## src/shared/i2cm_pkg.sv

```systemverilog
package i2cm_pkg;

  // ----------------------------------------------------------------
  // Register map
  // ----------------------------------------------------------------
  localparam logic [2:0] ADDR_CONTROL_ONE = 3'h0; // Enable and mode select
  localparam logic [2:0] ADDR_CONTROL_TWO = 3'h1; // Request bits and ack result
  localparam logic [2:0] ADDR_STATUS = 3'h2; // Start/stop/buffer-full flags
  localparam logic [2:0] ADDR_BUFFER = 3'h3; // Shift buffer
  localparam logic [2:0] ADDR_RELOAD = 3'h4; // Baud reload value
  localparam logic [2:0] ADDR_FLAGS = 3'h5; // Irq, collision flags

  // ----------------------------------------------------------------
  // Field positions
  // ----------------------------------------------------------------
  localparam int CON1_ENABLE_BIT = 5; // Module enable
  localparam int CON1_MODE_LSB = 0; // Mode select field, 4 bits
  localparam logic [3:0] MODE_MASTER = 4'h8; // Master encoding
  localparam int CON2_START_BIT = 0; // Start request
  localparam int CON2_RESTART_BIT = 1; // Repeated start request
  localparam int CON2_STOP_BIT = 2; // Stop request
  localparam int CON2_RECV_BIT = 3; // Receive a byte
  localparam int CON2_ACKEN_BIT = 4; // Send acknowledge
  localparam int CON2_ACKDT_BIT = 5; // Acknowledge value to send
  localparam int CON2_SLAVE_ACK_RESULT_BIT = 6; // Slave acknowledge result
  localparam int STAT_FULL_BIT = 0; // Buffer full
  localparam int STAT_START_BIT = 3; // Start detected
  localparam int STAT_STOP_BIT = 4; // Stop detected
  localparam int FLAG_IRQ_BIT = 0; // Port interrupt flag
  localparam int FLAG_WRITE_COLLISION_FLAG_BIT = 1; // Write collision flag
  localparam int FLAG_BCOL_BIT = 2; // Bus collision flag

  // ----------------------------------------------------------------
  // Widths and reset values
  // ----------------------------------------------------------------
  localparam int DATA_W = 8; // Byte width
  localparam int RELOAD_W = 7; // Baud reload width
  localparam int PHASE_W = 2; // Quarter-cycle phase counter
  localparam logic [7:0] ZERO_BYTE = 8'h00; // Reset value of registers
  localparam logic [6:0] RELOAD_RESET = 7'h09; // Default reload
  localparam logic [3:0] BITS_PER_BYTE = 4'h8; // Data bits per byte
  localparam logic [1:0] PHASE_Q2 = 2'h1; // Second internal phase
  localparam logic [1:0] PHASE_Q4 = 2'h3; // Fourth internal phase

  // ----------------------------------------------------------------
  // Bus engine states
  // ----------------------------------------------------------------
  typedef enum logic [9:0] {
    I2CM_IDLE = 10'b00_0000_0001, // Waiting for a request
    I2CM_ST_CHK = 10'b00_0000_0010, // Start: both lines high for a period
    I2CM_ST_HOLD = 10'b00_0000_0100, // Start: data low for a period
    I2CM_RS_LOW = 10'b00_0000_1000, // Restart: clock low, data released
    I2CM_BIT_LOW = 10'b00_0001_0000, // Bit: clock low half
    I2CM_BIT_HIGH = 10'b00_0010_0000, // Bit: clock high half
    I2CM_SP_LOW = 10'b00_0100_0000, // Stop: data low, clock low
    I2CM_SP_CLK = 10'b00_1000_0000, // Stop: clock released
    I2CM_SP_DAT = 10'b01_0000_0000, // Stop: data released
    I2CM_HOLD = 10'b10_0000_0000 // Clock held low after a byte or ack, left high after a start
  } i2cm_state_t;

  typedef enum logic [2:0] {
    I2CM_OP_START = 3'b001, // Start or repeated start in flight
    I2CM_OP_BYTE = 3'b010, // Byte or ack bit in flight
    I2CM_OP_STOP = 3'b100 // Stop in flight
  } i2cm_op_t;

endpackage

```

## src/verilog/i2cm_master.sv

```systemverilog
// Functional notes
// - Start/stop flags clear on reset, disable
// - No queueing: early buffer write sets collision
// - Interrupt flag on every completed event
// - Master drives clocks, restart keeps bus
// - Transmit: address then direction bit zero
// - Receive: address, direction one, then ack
// - Eight bits per byte, then ack
// - Generator reaches 100k, 400k, 1M rates
// - Start bit begins transaction, timing completes
// - Ninth bit sampled into ack result
// - Interrupt after ninth clock of sent byte, eighth when receiving
// - Stop bit; interrupt after stop completes
// - Reload from low seven reload bits
// - Buffer write starts generator counting
// - Counter stops at zero, reloads automatically
// - Counter decrements on phases two, four
// - Clock line holds after operation ends
// - Bus clock period is two rollovers
// - Instances independent, own reload each
// - Counter waits for clock sampled high
// - Start: check high, drive low, flag
// - Low line during start: bus collision
//
// Design decisions made here: the strobed register port and the register offsets.
`timescale 1ns/100ps
`default_nettype none

module i2cm_master
  import i2cm_pkg::*;
#(
  parameter int RELOAD_WIDTH = RELOAD_W
)(
  input wire logic mclk,
  input wire logic reset,
  input wire logic [2:0] reg_addr,
  input wire logic [7:0] reg_wdata,
  input wire logic reg_write,
  input wire logic reg_read,
  output logic [7:0] reg_rdata,
  input wire logic scl_in,
  output logic scl_out,
  output logic scl_oe,
  input wire logic sda_in,
  output logic sda_out,
  output logic sda_oe,
  output logic port_irq_flag
);

  // ----------------------------------------------------------------
  // Helpers
  // ----------------------------------------------------------------
  // Register write hit for one address
  function automatic logic wr_hit(input logic [2:0] a, input logic [2:0] want, input logic w);
    wr_hit = w && (a == want);
  endfunction

  // ----------------------------------------------------------------
  // State
  // ----------------------------------------------------------------
  i2cm_state_t state_reg, state_next; // Bus engine state
  logic [7:0] port_control_one_reg, port_control_one_next; // Enable and mode
  logic start_request_bit_reg, start_request_bit_next; // Start request
  logic restart_request_bit_reg, restart_request_bit_next; // Restart request
  logic stop_request_bit_reg, stop_request_bit_next; // Stop request
  logic recv_req_reg, recv_req_next; // Receive-byte request
  logic ack_req_reg, ack_req_next; // Send-ack request
  logic ack_value_reg, ack_value_next; // Ack bit to send
  logic slave_ack_result_reg, slave_ack_result_next; // Sampled ack
  logic start_seen_reg, start_seen_next; // Start detected
  logic stop_seen_reg, stop_seen_next; // Stop detected
  logic buf_full_reg, buf_full_next; // Buffer full
  logic port_irq_flag_reg, port_irq_flag_next; // Event flag
  logic write_collision_flag_reg, write_collision_flag_next; // Write collision
  logic bus_collision_flag_reg, bus_collision_flag_next; // Bus collision
  logic [7:0] shift_buffer_reg, shift_buffer_next; // Software buffer
  logic [7:0] bit_shifter_reg, bit_shifter_next; // Shift register
  logic [RELOAD_WIDTH-1:0] slave_addr_or_baud_reload_reg, slave_addr_or_baud_reload_next; // Reload
  logic [RELOAD_WIDTH-1:0] baud_down_counter_reg, baud_down_counter_next; // Baud counter
  logic [PHASE_W-1:0] phase_reg, phase_next; // Internal phase
  logic [3:0] bit_cnt_reg, bit_cnt_next; // Bits left in frame
  logic rx_mode_reg, rx_mode_next; // Current byte is received
  logic ack_only_reg, ack_only_next; // Current frame is a lone ack bit
  logic scl_low_reg, scl_low_next; // Drive clock low
  logic sda_low_reg, sda_low_next; // Drive data low
  logic [7:0] rdata_reg, rdata_next; // Read data
  logic enabled; // Module enabled in master mode
  logic tick; // Counter decrement phase
  logic baud_done; // One baud period over
  logic busy; // Engine neither idle nor holding

  assign enabled = port_control_one_reg[CON1_ENABLE_BIT] &&
    (port_control_one_reg[CON1_MODE_LSB +: 4] == MODE_MASTER);
  assign tick = (phase_reg == PHASE_Q2) || (phase_reg == PHASE_Q4);
  assign baud_done = tick && (baud_down_counter_reg == '0);
  assign busy = (state_reg != I2CM_IDLE) && (state_reg != I2CM_HOLD);

  // ----------------------------------------------------------------
  // Next-state logic
  // ----------------------------------------------------------------
  // Bus engine, register writes and flags in one place so set beats clear
  always_comb
  begin
    state_next = state_reg;
    port_control_one_next = port_control_one_reg;
    start_request_bit_next = start_request_bit_reg;
    restart_request_bit_next = restart_request_bit_reg;
    stop_request_bit_next = stop_request_bit_reg;
    recv_req_next = recv_req_reg;
    ack_req_next = ack_req_reg;
    ack_value_next = ack_value_reg;
    slave_ack_result_next = slave_ack_result_reg;
    start_seen_next = start_seen_reg;
    stop_seen_next = stop_seen_reg;
    buf_full_next = buf_full_reg;
    port_irq_flag_next = port_irq_flag_reg;
    write_collision_flag_next = write_collision_flag_reg;
    bus_collision_flag_next = bus_collision_flag_reg;
    shift_buffer_next = shift_buffer_reg;
    bit_shifter_next = bit_shifter_reg;
    slave_addr_or_baud_reload_next = slave_addr_or_baud_reload_reg;
    baud_down_counter_next = baud_down_counter_reg;
    phase_next = phase_reg + 2'h1;
    bit_cnt_next = bit_cnt_reg;
    rx_mode_next = rx_mode_reg;
    ack_only_next = ack_only_reg;
    scl_low_next = scl_low_reg;
    sda_low_next = sda_low_reg;
    rdata_next = ZERO_BYTE;

    // Software writes: flags are cleared first, hardware sets later win
    if (wr_hit(reg_addr, ADDR_CONTROL_ONE, reg_write))
    begin
      port_control_one_next = reg_wdata;
    end
    if (wr_hit(reg_addr, ADDR_RELOAD, reg_write))
    begin
      slave_addr_or_baud_reload_next = reg_wdata[RELOAD_WIDTH-1:0];
    end
    if (wr_hit(reg_addr, ADDR_FLAGS, reg_write))
    begin
      // Write zero to clear a flag
      port_irq_flag_next = port_irq_flag_reg & reg_wdata[FLAG_IRQ_BIT];
      write_collision_flag_next = write_collision_flag_reg & reg_wdata[FLAG_WRITE_COLLISION_FLAG_BIT];
      bus_collision_flag_next = bus_collision_flag_reg & reg_wdata[FLAG_BCOL_BIT];
    end
    if (wr_hit(reg_addr, ADDR_CONTROL_TWO, reg_write))
    begin
      ack_value_next = reg_wdata[CON2_ACKDT_BIT];
      // Request bits locked while anything is in flight: no queueing
      if (state_reg == I2CM_IDLE || state_reg == I2CM_HOLD)
      begin
        start_request_bit_next = reg_wdata[CON2_START_BIT];
        restart_request_bit_next = reg_wdata[CON2_RESTART_BIT];
        stop_request_bit_next = reg_wdata[CON2_STOP_BIT];
        recv_req_next = reg_wdata[CON2_RECV_BIT];
        ack_req_next = reg_wdata[CON2_ACKEN_BIT];
      end
    end
    if (wr_hit(reg_addr, ADDR_BUFFER, reg_write))
    begin
      if (busy || start_request_bit_reg || restart_request_bit_reg)
      begin
        write_collision_flag_next = 1'b1;
      end
      else
      begin
        shift_buffer_next = reg_wdata;
        buf_full_next = 1'b1;
      end
    end

    // Counter runs on the two decrement phases
    if (tick && baud_down_counter_reg != '0)
    begin
      baud_down_counter_next = baud_down_counter_reg - 1'b1;
    end

    case (state_reg)
      I2CM_IDLE, I2CM_HOLD:
      begin
        // Clock line stays where the last operation left it
        if (enabled && start_request_bit_reg && state_reg == I2CM_IDLE)
        begin
          if (!scl_in || !sda_in)
          begin
            bus_collision_flag_next = 1'b1;
            start_request_bit_next = 1'b0;
          end
          else
          begin
            baud_down_counter_next = slave_addr_or_baud_reload_reg;
            state_next = I2CM_ST_CHK;
          end
        end
        else if (enabled && restart_request_bit_reg)
        begin
          scl_low_next = 1'b1;
          sda_low_next = 1'b0;
          baud_down_counter_next = slave_addr_or_baud_reload_reg;
          state_next = I2CM_RS_LOW;
        end
        else if (enabled && stop_request_bit_reg)
        begin
          scl_low_next = 1'b1;
          sda_low_next = 1'b1;
          baud_down_counter_next = slave_addr_or_baud_reload_reg;
          state_next = I2CM_SP_LOW;
        end
        else if (enabled && (buf_full_reg || recv_req_reg || ack_req_reg))
        begin
          // Byte transmit, receive or lone ack, starting with clock low
          bit_shifter_next = buf_full_reg ? shift_buffer_reg : ZERO_BYTE;
          rx_mode_next = !buf_full_reg && recv_req_reg;
          ack_only_next = !buf_full_reg && !recv_req_reg;
          bit_cnt_next = (!buf_full_reg && !recv_req_reg) ? 4'h0 : BITS_PER_BYTE;
          // Clock falls first, data follows in the low half
          scl_low_next = 1'b1;
          baud_down_counter_next = slave_addr_or_baud_reload_reg;
          state_next = I2CM_BIT_LOW;
        end
      end
      I2CM_ST_CHK:
      begin
        if (!scl_in || !sda_in)
        begin
          bus_collision_flag_next = 1'b1;
          start_request_bit_next = 1'b0;
          restart_request_bit_next = 1'b0;
          sda_low_next = 1'b0;
          scl_low_next = 1'b0;
          state_next = I2CM_IDLE;
        end
        else if (baud_done)
        begin
          sda_low_next = 1'b1;
          start_seen_next = 1'b1;
          stop_seen_next = 1'b0;
          baud_down_counter_next = slave_addr_or_baud_reload_reg;
          state_next = I2CM_ST_HOLD;
        end
      end
      I2CM_ST_HOLD:
      begin
        if (baud_done)
        begin
          start_request_bit_next = 1'b0;
          restart_request_bit_next = 1'b0;
          port_irq_flag_next = 1'b1;
          state_next = I2CM_HOLD;
        end
      end
      I2CM_RS_LOW:
      begin
        // Data released while clock low for one period, then clock up
        if (baud_done && scl_low_reg)
        begin
          scl_low_next = 1'b0;
        end
        else if (!scl_low_reg && scl_in)
        begin
          baud_down_counter_next = slave_addr_or_baud_reload_reg;
          state_next = I2CM_ST_CHK;
        end
        else if (!scl_low_reg)
        begin
          baud_down_counter_next = slave_addr_or_baud_reload_reg;
        end
      end
      I2CM_BIT_LOW:
      begin
        // Data moves one cycle after the clock fell, so no false start or stop
        if (ack_only_reg)
        begin
          sda_low_next = !ack_value_reg;
        end
        else
        begin
          sda_low_next = !rx_mode_reg && (bit_cnt_reg != 4'h0) && !bit_shifter_reg[DATA_W-1];
        end
        if (baud_done)
        begin
          scl_low_next = 1'b0;
          baud_down_counter_next = slave_addr_or_baud_reload_reg;
          state_next = I2CM_BIT_HIGH;
        end
      end
      I2CM_BIT_HIGH:
      begin
        if (!scl_in)
        begin
          // A slave holds the clock low: stretch the high half
          baud_down_counter_next = slave_addr_or_baud_reload_reg;
        end
        else if (baud_done)
        begin
          scl_low_next = 1'b1;
          baud_down_counter_next = slave_addr_or_baud_reload_reg;
          if (bit_cnt_reg == 4'h0)
          begin
            // Ninth bit over: ack captured, frame done
            if (!rx_mode_reg && !ack_only_reg)
            begin
              slave_ack_result_next = sda_in;
            end
            if (ack_only_reg)
            begin
              ack_req_next = 1'b0;
            end
            // Data left as is: never moved while the clock falls
            port_irq_flag_next = 1'b1;
            state_next = I2CM_HOLD;
          end
          else
          begin
            bit_shifter_next = {bit_shifter_reg[DATA_W-2:0], sda_in};
            bit_cnt_next = bit_cnt_reg - 4'h1;
            if (bit_cnt_reg == 4'h1)
            begin
              // Byte finished: release data for the slave's ack
              buf_full_next = 1'b0;
              if (rx_mode_reg)
              begin
                shift_buffer_next = {bit_shifter_reg[DATA_W-2:0], sda_in};
                recv_req_next = 1'b0;
                port_irq_flag_next = 1'b1;
                state_next = I2CM_HOLD;
              end
              else
              begin
                state_next = I2CM_BIT_LOW;
              end
            end
            else
            begin
              state_next = I2CM_BIT_LOW;
            end
          end
        end
      end
      I2CM_SP_LOW:
      begin
        if (baud_done)
        begin
          scl_low_next = 1'b0;
          state_next = I2CM_SP_CLK;
        end
      end
      I2CM_SP_CLK:
      begin
        if (!scl_in)
        begin
          baud_down_counter_next = slave_addr_or_baud_reload_reg;
        end
        else if (baud_done)
        begin
          sda_low_next = 1'b0;
          baud_down_counter_next = slave_addr_or_baud_reload_reg;
          state_next = I2CM_SP_DAT;
        end
      end
      I2CM_SP_DAT:
      begin
        if (baud_done)
        begin
          stop_request_bit_next = 1'b0;
          stop_seen_next = 1'b1;
          start_seen_next = 1'b0;
          port_irq_flag_next = 1'b1;
          state_next = I2CM_IDLE;
        end
      end
      default:
      begin
        state_next = I2CM_IDLE;
      end
    endcase

    // Disabling the port drops the engine and the bus flags
    if (!port_control_one_reg[CON1_ENABLE_BIT])
    begin
      start_seen_next = 1'b0;
      stop_seen_next = 1'b0;
      state_next = I2CM_IDLE;
      scl_low_next = 1'b0;
      sda_low_next = 1'b0;
    end

    // Read data, valid the cycle after the strobe
    if (reg_read)
    begin
      case (reg_addr)
        ADDR_CONTROL_ONE: rdata_next = port_control_one_reg;
        ADDR_CONTROL_TWO: rdata_next = {1'b0, slave_ack_result_reg, ack_value_reg, ack_req_reg,
          recv_req_reg, stop_request_bit_reg, restart_request_bit_reg, start_request_bit_reg};
        ADDR_STATUS: rdata_next = {3'b000, stop_seen_reg, start_seen_reg, 2'b00, buf_full_reg};
        ADDR_BUFFER: rdata_next = shift_buffer_reg;
        ADDR_RELOAD: rdata_next = {{(8-RELOAD_WIDTH){1'b0}}, slave_addr_or_baud_reload_reg};
        ADDR_FLAGS: rdata_next = {5'b00000, bus_collision_flag_reg, write_collision_flag_reg,
          port_irq_flag_reg};
        default: rdata_next = ZERO_BYTE;
      endcase
    end
  end

  // ----------------------------------------------------------------
  // Registers
  // ----------------------------------------------------------------
  // Synchronous reset to constants
  always_ff @(posedge mclk)
  begin
    if (reset)
    begin
      state_reg <= I2CM_IDLE;
      port_control_one_reg <= ZERO_BYTE;
      start_request_bit_reg <= 1'b0;
      restart_request_bit_reg <= 1'b0;
      stop_request_bit_reg <= 1'b0;
      recv_req_reg <= 1'b0;
      ack_req_reg <= 1'b0;
      ack_value_reg <= 1'b0;
      slave_ack_result_reg <= 1'b0;
      start_seen_reg <= 1'b0;
      stop_seen_reg <= 1'b0;
      buf_full_reg <= 1'b0;
      port_irq_flag_reg <= 1'b0;
      write_collision_flag_reg <= 1'b0;
      bus_collision_flag_reg <= 1'b0;
      shift_buffer_reg <= ZERO_BYTE;
      bit_shifter_reg <= ZERO_BYTE;
      slave_addr_or_baud_reload_reg <= RELOAD_RESET[RELOAD_WIDTH-1:0];
      baud_down_counter_reg <= '0;
      phase_reg <= '0;
      bit_cnt_reg <= 4'h0;
      rx_mode_reg <= 1'b0;
      ack_only_reg <= 1'b0;
      scl_low_reg <= 1'b0;
      sda_low_reg <= 1'b0;
      rdata_reg <= ZERO_BYTE;
    end
    else
    begin
      state_reg <= state_next;
      port_control_one_reg <= port_control_one_next;
      start_request_bit_reg <= start_request_bit_next;
      restart_request_bit_reg <= restart_request_bit_next;
      stop_request_bit_reg <= stop_request_bit_next;
      recv_req_reg <= recv_req_next;
      ack_req_reg <= ack_req_next;
      ack_value_reg <= ack_value_next;
      slave_ack_result_reg <= slave_ack_result_next;
      start_seen_reg <= start_seen_next;
      stop_seen_reg <= stop_seen_next;
      buf_full_reg <= buf_full_next;
      port_irq_flag_reg <= port_irq_flag_next;
      write_collision_flag_reg <= write_collision_flag_next;
      bus_collision_flag_reg <= bus_collision_flag_next;
      shift_buffer_reg <= shift_buffer_next;
      bit_shifter_reg <= bit_shifter_next;
      slave_addr_or_baud_reload_reg <= slave_addr_or_baud_reload_next;
      baud_down_counter_reg <= baud_down_counter_next;
      phase_reg <= phase_next;
      bit_cnt_reg <= bit_cnt_next;
      rx_mode_reg <= rx_mode_next;
      ack_only_reg <= ack_only_next;
      scl_low_reg <= scl_low_next;
      sda_low_reg <= sda_low_next;
      rdata_reg <= rdata_next;
    end
  end

  // ----------------------------------------------------------------
  // Outputs
  // ----------------------------------------------------------------
  // Open drain: only ever pull low
  assign scl_out = 1'b0;
  assign scl_oe = scl_low_reg;
  assign sda_out = 1'b0;
  assign sda_oe = sda_low_reg;
  assign reg_rdata = rdata_reg;
  assign port_irq_flag = port_irq_flag_reg;

endmodule

`default_nettype wire

```

## config.mk

```make
export PLATFORM = sky130hd
export DESIGN_NAME = i2cm_master
export DESIGN_NICKNAME = d
export VERILOG_FILES = /design/src/shared/i2cm_pkg.sv /design/src/verilog/i2cm_master.sv
export SDC_FILE = /design/constraint.sdc
export NUM_CORES = 1
export LEC_CHECK = 0
export ABC_AREA = 1
export ABC_CLOCK_PERIOD_IN_PS = 4700
export BUFFER_PORTS_ARGS = -buffer_cell sky130_fd_sc_hd__buf_2
export CAP_MARGIN = 0
export CELL_PAD_IN_SITES_DETAIL_PLACEMENT = 1
export CELL_PAD_IN_SITES_GLOBAL_PLACEMENT = 2
export CORE_ASPECT_RATIO = 1.25
export CORE_MARGIN = 2
export CORE_UTILIZATION = 37
export DETAILED_ROUTE_END_ITERATION = 7
export PLACE_DENSITY_LB_ADDON = 0.15
export SLEW_MARGIN = 20
export SYNTH_ARGS = -nofsm -noshare
export SYNTH_HDL_FRONTEND = slang
export SYNTH_SLANG_ARGS = --single-unit
```

## constraint.sdc

```tcl
create_clock -name mclk -period 4.7 [get_ports mclk]
set_input_delay 0.235 -clock mclk [delete_from_list [all_inputs] [get_ports mclk]]
set_output_delay 0.235 -clock mclk [all_outputs]
set_load 0.05 [all_outputs]
```

==> PnR_summary.wiki, run 1 <==
{| class="wikitable"
! Metric !! Value
|-
| Outcome || finished, final reports clean
|-
| Wirelength per Cell || 17.6 um
|-
| Number of enable flip-flop cells after synthesis || 0
|-
| Filler cells || 1683
|-
| Router iterations before antenna repair || 4
|-
| Cells resized by post-CTS repair || 0
|-
| Leading cell types by total area after synthesis || sky130_fd_sc_hd__dfxtp_1 (33%), sky130_fd_sc_hd__nand2_1 (10%), sky130_fd_sc_hd__o21ai_0 (6.9%)
|-
| End of the critical path || bit_cnt_reg[0]
|-
| RSZ-0062 raised after global routing || no
|-
| Ratio of final minimum period to clock period || 52.6%
|-
| Number of standard cells after synthesis || 705
|-
| Area occupied by registers || 0.00158 mm^2
|-
| Sinks on Clock Net || 79
|-
| Clock tree root buffer cell || sky130_fd_sc_hd__clkbuf_16
|-
| Endpoint arrival time on the critical path || 2.71 ns
|-
| Worst path most repeated cell || sky130_fd_sc_hd__inv_1
|-
| Number of hold violations in the final report || 0
|-
| Post-Syn Area per Cell || 6.79 um^2
|-
| Layout area overhead || 10.7%
|-
| CP Launch Type || flop
|-
| Antenna violations before repair || 0
|-
| Internal power || 1.23 mW
|-
| Net count reported at finish || 746
|-
| Top sig layer || met4
|-
| Postcts setup bufs || 0
|-
| Area of combinational cells with multiple inputs || 0.00271 mm^2
|-
| Clock network fraction of total power || 40.2%
|-
| Critical Path Sink Type || flop
|-
| Fmax || 0.404 GHz
|-
| Placement-stage worst setup slack || 2.25 ns
|-
| Routed wl met3 || 408 um
|-
| Clock transition at path regs || 0.06 ns
|-
| HPWL Detailed || 12100 um
|-
| Detailed-route wire length on metal 1 || 6850 um
|-
| Transition time of the tightest slew-check pin || 0.909 ns
|-
| Number of synthesized register bits || 79
|-
| Reg2Reg Setup Slack || 2.23 ns
|-
| GRT Total Usage || 23.7%
|-
| Start point of the critical path || baud_down_counter_reg[0]
|-
| Post-synth top flop || sky130_fd_sc_hd__dfxtp_1
|-
| HP Class || in2reg
|-
| Final standard cell area without fillers || 0.00530 mm^2
|-
| Gpl congestion || 0.933
|-
| Area share of the largest cell type after synthesis || 33.0%
|-
| Clock tree from TritonCTS || built
|-
| Ant diodes || 0
|-
| Reported max-cap violation count || 0
|-
| Maximum buffer depth of the clock tree || 2
|-
| Top-level port count || 30
|-
| Die boundary width || 106 um
|-
| Power spent charging and discharging nets || 0.553 mW
|-
| Worst Clk Skew || 0.00434 ns
|-
| Number of buffers created by CTS || 9
|-
| Largest net degree at the start of global routing || 30
|-
| Sequence of cells on the critical path || inv_1 > ha_1 > inv_1 > nor2_2 > inv_1 > nor2_2 > nand2_4 > nor2_4 > inv_2 > o21ai_2 > o211ai_1 > nand2_1 > nor2_1
|-
| Slew headroom || 39.4%
|-
| Critical path class || reg2reg
|-
| Final critical-path required period || 2.47 ns
|-
| Lkg Pwr || 2.38 nW
|-
| Clock network latency to the later pin of the worst-skew pair || 0.34 ns
|-
| Capture instance of the worst register-to-register path || bit_cnt_reg[0]
|-
| H-Tree Level Count || 3
|-
| Violation count after the first detailed-route iteration || 127
|-
| Register area share after synthesis || 33.0%
|-
| Total global routing overflow || 0
|-
| Die Span Y || 131 um
|-
| Routed Wire Length || 15800 um
|-
| Proportion of register bits with asynchronous set or reset after synthesis || 0%
|-
| Share of final-layout standard cells stronger than drive strength 1 || 15.1%
|-
| Required time of the critical path || 4.94 ns
|-
| Number of synthesis warnings || 0
|-
| Post-route worst setup slack || 2.23 ns
|-
| Wire length of the first global-routing pass || 25900 um
|-
| Final setup violating endpoints || 0
|-
| DR vias/cell || 5.24
|-
| Sw frac || 31.1%
|-
| Number of unique standard cell types used by synthesis || 47
|-
| Largest fanout on the critical path || 22
|-
| Cell taking the most area after synthesis || sky130_fd_sc_hd__dfxtp_1
|-
| Synthesized cell area || 0.00479 mm^2
|-
| Share of power burned in registers || 40.8%
|-
| Instance area at placement || 0.00501 mm^2
|-
| Maximum resistive drop on vdd || 147 uV
|-
| Pwr Density || 336 mW/mm^2
|-
| Number of global-route vias before repair || 4858
|-
| Count of pins over their slew limit || 0
|-
| Count of hold buffers inserted by post-cts repair || 0
|-
| Die Area || 0.0139 mm^2
|-
| Total via count in the routed design || 4702
|-
| Depth of the worst register-to-register path || 13
|-
| Final ANT Viol Nets || 0
|-
| Detailed-route DRC error count || 0
|-
| Final-layout worst hold slack || 0.218 ns
|-
| Relative contribution of combinational cells to total power || 19.0%
|-
| Initial core utilization || 37.8%
|-
| Setup_tns || 0 ns
|-
| Critical R2R Launch || baud_down_counter_reg[0]
|-
| CP peak stage delay || 0.70 ns
|-
| Number of rows created at floorplan || 46
|-
| Metal2 WL || 8150 um
|-
| Number of buffers added on ports || 27
|-
| Max FFs per register || 10
|-
| Cell with the biggest individual delay on the critical path || sky130_fd_sc_hd__o21ai_2
|-
| Core region area || 0.0127 mm^2
|}
-- cell usage after synthesis, types with 3 or more instances --
cell type	n
sky130_fd_sc_hd__nand2_1	127
sky130_fd_sc_hd__inv_1	87
sky130_fd_sc_hd__nor2_1	87
sky130_fd_sc_hd__dfxtp_1	79
sky130_fd_sc_hd__o21ai_0	66
sky130_fd_sc_hd__a21oi_1	54
sky130_fd_sc_hd__nand3_1	53
sky130_fd_sc_hd__nand2_2	16
sky130_fd_sc_hd__nand4_1	11
sky130_fd_sc_hd__nor2_4	10
sky130_fd_sc_hd__inv_2	9
sky130_fd_sc_hd__nor2_2	8
sky130_fd_sc_hd__o22ai_1	8
sky130_fd_sc_hd__clkbuf_1	7
sky130_fd_sc_hd__nand2_4	7
sky130_fd_sc_hd__a221oi_1	5
sky130_fd_sc_hd__buf_6	5
sky130_fd_sc_hd__ha_1	5
sky130_fd_sc_hd__nand3_2	5
sky130_fd_sc_hd__a211oi_1	4
sky130_fd_sc_hd__buf_4	4
sky130_fd_sc_hd__o211ai_1	4
sky130_fd_sc_hd__xor2_1	4
sky130_fd_sc_hd__buf_1	3
sky130_fd_sc_hd__nand3_4	3
sky130_fd_sc_hd__nor3_1	3
sky130_fd_sc_hd__o21ai_1	3
sky130_fd_sc_hd__o21ai_2	3
sky130_fd_sc_hd__xnor2_1	3
-- cells by family after synthesis --
kind of cell | Yosys count | synth area share (%)
DFF | 79 | 33.0
adders and majority gates | 5 | 1.31
xor gates and xnor gates | 7 | 1.28
buffers and inverters | 119 | 10.5
and+or+nand+nor | 337 | 35.4
AOI/OAI and AO/OA | 157 | 18.5
other | 1 | 0.0783
-- worst min-delay path by stage --
stage	start	endpoint	slack [ns]	cells past startpoint
floorplan	reg_wdata[0]	slave_addr_or_baud_reload_reg[0]	0.37	2
global placement	phase_reg[0]	phase_reg[0]	0.43	1
detailed placement	phase_reg[0]	phase_reg[0]	0.44	1
CTS	reg_wdata[6]	port_control_one_reg[6]	0.21	3
global route	reg_wdata[0]	slave_addr_or_baud_reload_reg[0]	0.23	3
finish	reg_wdata[6]	port_control_one_reg[6]	0.22	3
-- metrics by stage --
stage	total power, mW	util [%]	cells
detailed placement	1.08	39.6	881
finish	1.78	41.9	897
global route	1.87	41.9	897
CTS	1.80	41.9	897
global placement	1.07	39.6	881
floorplan	0.994	-	706
-- power by group through the flow --
| stage | logic, mW | clock network [mW] | registers [mW] |
|---|---|---|---|
| after floorplan | 0.257 | 0 | 0.737 |
| after global placement | 0.327 | 0 | 0.739 |
| after detailed placement | 0.339 | 0 | 0.741 |
| after CTS | 0.342 | 0.729 | 0.726 |
| after global routing | 0.378 | 0.758 | 0.730 |
| final | 0.338 | 0.715 | 0.726 |
-- per-layer routing --
| layer | vias to the layer above | track usage [%] |
|---|---|---|
| li1 | 2340 | - |
| met1 | 2256 | 28.3 |
| met2 | 77 | 42.9 |
| met3 | 29 | 3.97 |
| met4 | 0 | 7.53 |
| met5 | - | 0 |
-- area by class of cell --
type | count | area share (%)
clock inverter | 5 | 1.06
multi-input combinational | 508 | 51.1
tap | 168 | 3.97
clock buffer | 11 | 4.39
timing repair buffer | 28 | 2.69
inverter | 98 | 6.94
sequential | 79 | 29.8
-- cells in the final DEF (no fill, tap or decap), types with 10 or more instances in the layout --
| master | Yosys | layout |
|---|---|---|
| sky130_fd_sc_hd__dfxtp_1 | 79 | 79 |
| sky130_fd_sc_hd__inv_1 | 87 | 87 |
| sky130_fd_sc_hd__nor2_4 | 10 | 10 |
| sky130_fd_sc_hd__nand4_1 | 11 | 11 |
| sky130_fd_sc_hd__nor2_1 | 87 | 86 |
| sky130_fd_sc_hd__o21ai_0 | 66 | 66 |
| sky130_fd_sc_hd__nand3_1 | 53 | 53 |
| sky130_fd_sc_hd__a21oi_1 | 54 | 54 |
| sky130_fd_sc_hd__nand2_2 | 16 | 16 |
| sky130_fd_sc_hd__buf_2 | 2 | 27 |
| sky130_fd_sc_hd__nand2_1 | 127 | 127 |
-- critical path: cells and delay by family, from the launching register on --
family	cells	cell delay, ns
buf+inv	4	0.30
compound gates	2	0.89
flops	1	0.30
simple gates	6	0.67
fa+ha+maj	1	0.20
Power figures use the tool's default switching activity.
==> inputs of run 2 (changes only) <==
--- a/config.mk
+++ b/config.mk
@@ -6,14 +6,14 @@
 export NUM_CORES = 1
 export LEC_CHECK = 0
 export ABC_AREA = 1
-export ABC_CLOCK_PERIOD_IN_PS = 4700
+export ABC_CLOCK_PERIOD_IN_PS = 2100
 export BUFFER_PORTS_ARGS = -buffer_cell sky130_fd_sc_hd__buf_2
 export CAP_MARGIN = 0
 export CELL_PAD_IN_SITES_DETAIL_PLACEMENT = 1
 export CELL_PAD_IN_SITES_GLOBAL_PLACEMENT = 2
 export CORE_ASPECT_RATIO = 1.25
 export CORE_MARGIN = 2
-export CORE_UTILIZATION = 37
+export CORE_UTILIZATION = 31
 export DETAILED_ROUTE_END_ITERATION = 7
 export PLACE_DENSITY_LB_ADDON = 0.15
 export SLEW_MARGIN = 20
==> constraint.sdc (replaced) <==
create_clock -name mclk -period 2.1 [get_ports mclk]
set_input_delay 0.105 -clock mclk [delete_from_list [all_inputs] [get_ports mclk]]
set_output_delay 0.105 -clock mclk [all_outputs]
set_load 0.05 [all_outputs]
==> PnR_summary.wiki, run 2 (synthesis gave the netlist of run 1 again) <==
{| class="wikitable"
! Metric !! Value
|-
| Clock tree root buffer cell || sky130_fd_sc_hd__clkbuf_16
|-
| Wirelength per Cell || 17.7 um
|-
| Overall Power || 4.28 mW
|-
| Number of buffers added on ports || 27
|-
| Layout area overhead || 18.7%
|-
| Outcome || finished, final reports clean
|-
| H-Tree Level Count || 3
|-
| HPWL Detailed || 12600 um
|-
| Critical Path Sink Type || flop
|-
| Count of hold buffers inserted by post-cts repair || 0
|-
| Number of global-route vias before repair || 4863
|-
| Reg2Reg Setup Slack || 0.11 ns
|-
| Max FFs per register || 10
|-
| Router iterations before antenna repair || 4
|-
| Reported max-cap violation count || 0
|-
| Maximum resistive drop on vdd || 369 uV
|-
| Largest fanout on the critical path || 6
|-
| Fmax || 0.503 GHz
|-
| Die Span Y || 143 um
|-
| Gpl congestion || 0.906
|-
| Leading cell type in the layout, fill and taps excluded || sky130_fd_sc_hd__nand2_1
|-
| Start point of the critical path || baud_down_counter_reg[0]
|-
| Number of standard cells in the layout, taps in and fillers out || 941
|-
| Largest net degree at the start of global routing || 29
|-
| Depth of the worst register-to-register path || 14
|-
| Number of hold violations in the final report || 0
|-
| Die boundary width || 115 um
|-
| Share of final-layout standard cells stronger than drive strength 1 || 19.9%
|-
| Leading cell types in the layout, fill and taps excluded || sky130_fd_sc_hd__nand2_1 (126), sky130_fd_sc_hd__nor2_1 (85), sky130_fd_sc_hd__inv_1 (84)
|-
| CP Launch Type || flop
|-
| Buffers and inverters on the worst path || 5
|-
| Setup_tns || 0 ns
|-
| Top-level port count || 30
|-
| CP top delay family || simple AND/OR/NAND/NOR gates
|-
| Lkg Pwr || 2.57 nW
|-
| Ratio of final minimum period to clock period || 94.6%
|-
| CP peak stage delay || 0.31 ns
|-
| Endpoint arrival time on the critical path || 2.24 ns
|-
| Total global routing overflow || 0
|-
| Worst Clk Skew || 0.0103 ns
|-
| Violation count after the first detailed-route iteration || 182
|-
| Clock transition at path regs || 0.07 ns
|-
| Wire length of the first global-routing pass || 26200 um
|-
| Die Area || 0.0165 mm^2
|-
| Critical path class || reg2reg
|-
| Sinks on Clock Net || 79
|-
| Required time of the critical path || 2.35 ns
|-
| Routed Wire Length || 16700 um
|-
| Ant diodes || 0
|-
| Clock network latency to the later pin of the worst-skew pair || 0.36 ns
|-
| Worst path most repeated cell || sky130_fd_sc_hd__inv_2
|-
| Maximum buffer depth of the clock tree || 2
|-
| Number of buffers created by CTS || 9
|-
| Total via count in the routed design || 4821
|-
| Core region area || 0.0150 mm^2
|-
| Final ANT Viol Nets || 0
|-
| HP Class || in2reg
|-
| Count of pins over their slew limit || 0
|-
| Pwr Density || 752 mW/mm^2
|-
| Number of rows created at floorplan || 50
|-
| Cell with the biggest individual delay on the critical path || sky130_fd_sc_hd__dfxtp_1
|-
| Antenna violations before repair || 0
|-
| DR vias/cell || 5.12
|-
| Critical Path Stages || 14
|-
| Detailed-route DRC error count || 0
|-
| Initial core utilization || 31.9%
|-
| Capture instance of the worst register-to-register path || bit_shifter_reg[0]
|-
| Sequence of cells on the critical path || inv_2 > ha_4 > inv_2 > nor2_4 > inv_1 > nor2_2 > nand2_4 > nor2_4 > inv_2 > o21ai_4 > clkbuf_16 > nand3_1 > nand2_1 > nor2_1
|-
| End of the critical path || bit_shifter_reg[0]
|-
| Clock tree from TritonCTS || built
|-
| Final setup violating endpoints || 0
|-
| Final critical-path required period || 1.99 ns
|-
| Net count reported at finish || 776
|-
| Number of instances on the worst hold path || 3
|-
| Dpl cells || 908
|-
| GRT Total Usage || 21.0%
|-
| Critical R2R Launch || baud_down_counter_reg[0]
|}
-- run 2: cell count changes in the layout (fill, tap and decap cells not counted), moves of 3 or more --
cell | before | now
sky130_fd_sc_hd__buf_4 | 1 | 26
sky130_fd_sc_hd__nor2_4 | 10 | 13
sky130_fd_sc_hd__o21ai_1 | 3 | 6
sky130_fd_sc_hd__o21ai_0 | 66 | 63
sky130_fd_sc_hd__inv_1 | 87 | 84
-- run 2: tightest hold or removal path: cells and delay by family --
kind	cells	cell delay [ns]
AOI/OAI and AO/OA	2	0.19
buffers and inverters	1	0.09
-- run 2: timing repair --
action | CTS | global route
cloned | 1 | 3
buffers inserted | 0 | 13
pin swaps | 0 | 8
resized for setup | 1 | 20
endpoints found under the setup margin | 2 | 36
-- run 2: area by class of cell --
type / instances / area, um^2
Inverter: 98 / 370
Clock inverter: 5 / 53.8
Multi-Input combinational cell: 509 / 2780
Timing Repair Buffer: 57 / 412
Tap cell: 182 / 228
Clock buffer: 11 / 253
Fill cell: 1947 / 9330
Sequential cell: 79 / 1580
-- run 2: routing by layer --
metal  GRT usage (%)  vias to the layer above  wire length, um
met5               0                        -                0
met4            7.99                        0              546
met3            3.40                       30              460
met2            36.8                       83             8550
met1            25.7                     2301             7150
li1                -                     2407                -
-- run 2: worst min path at each step --
stage               slack [ns]          from                               end
floorplan                 0.24  reg_wdata[0]  slave_addr_or_baud_reload_reg[0]
global placement          0.42  reg_wdata[7]           port_control_one_reg[7]
detailed placement        0.43  reg_wdata[3]  slave_addr_or_baud_reload_reg[3]
CTS                       0.06  reg_wdata[6]           port_control_one_reg[6]
global route              0.08  reg_wdata[3]  slave_addr_or_baud_reload_reg[3]
finish                    0.06  reg_wdata[7]           port_control_one_reg[7]
-- run 2: per-stage QoR --
step | hold WS [ns] | util, % | instance area, um^2 | setup slack, ns
after floorplan | 0.235 | - | 4790 | 0.329
after global placement | 0.423 | 34.2 | 5140 | 0.0405
after detailed placement | 0.435 | 34.2 | 5140 | -0.00531
after CTS | 0.0629 | 36.4 | 5460 | -0.00861
after global routing | 0.0799 | 37.9 | 5680 | -0.0141
final | 0.0649 | 37.9 | 5680 | 0.113
-- run 2: power breakdown --
group | internal [mW] | switching, mW | leakage (nW)
combinational | 0.405 | 0.561 | 1.78
clock | 0.984 | 0.695 | 0.156
sequential | 1.57 | 0.0566 | 0.640
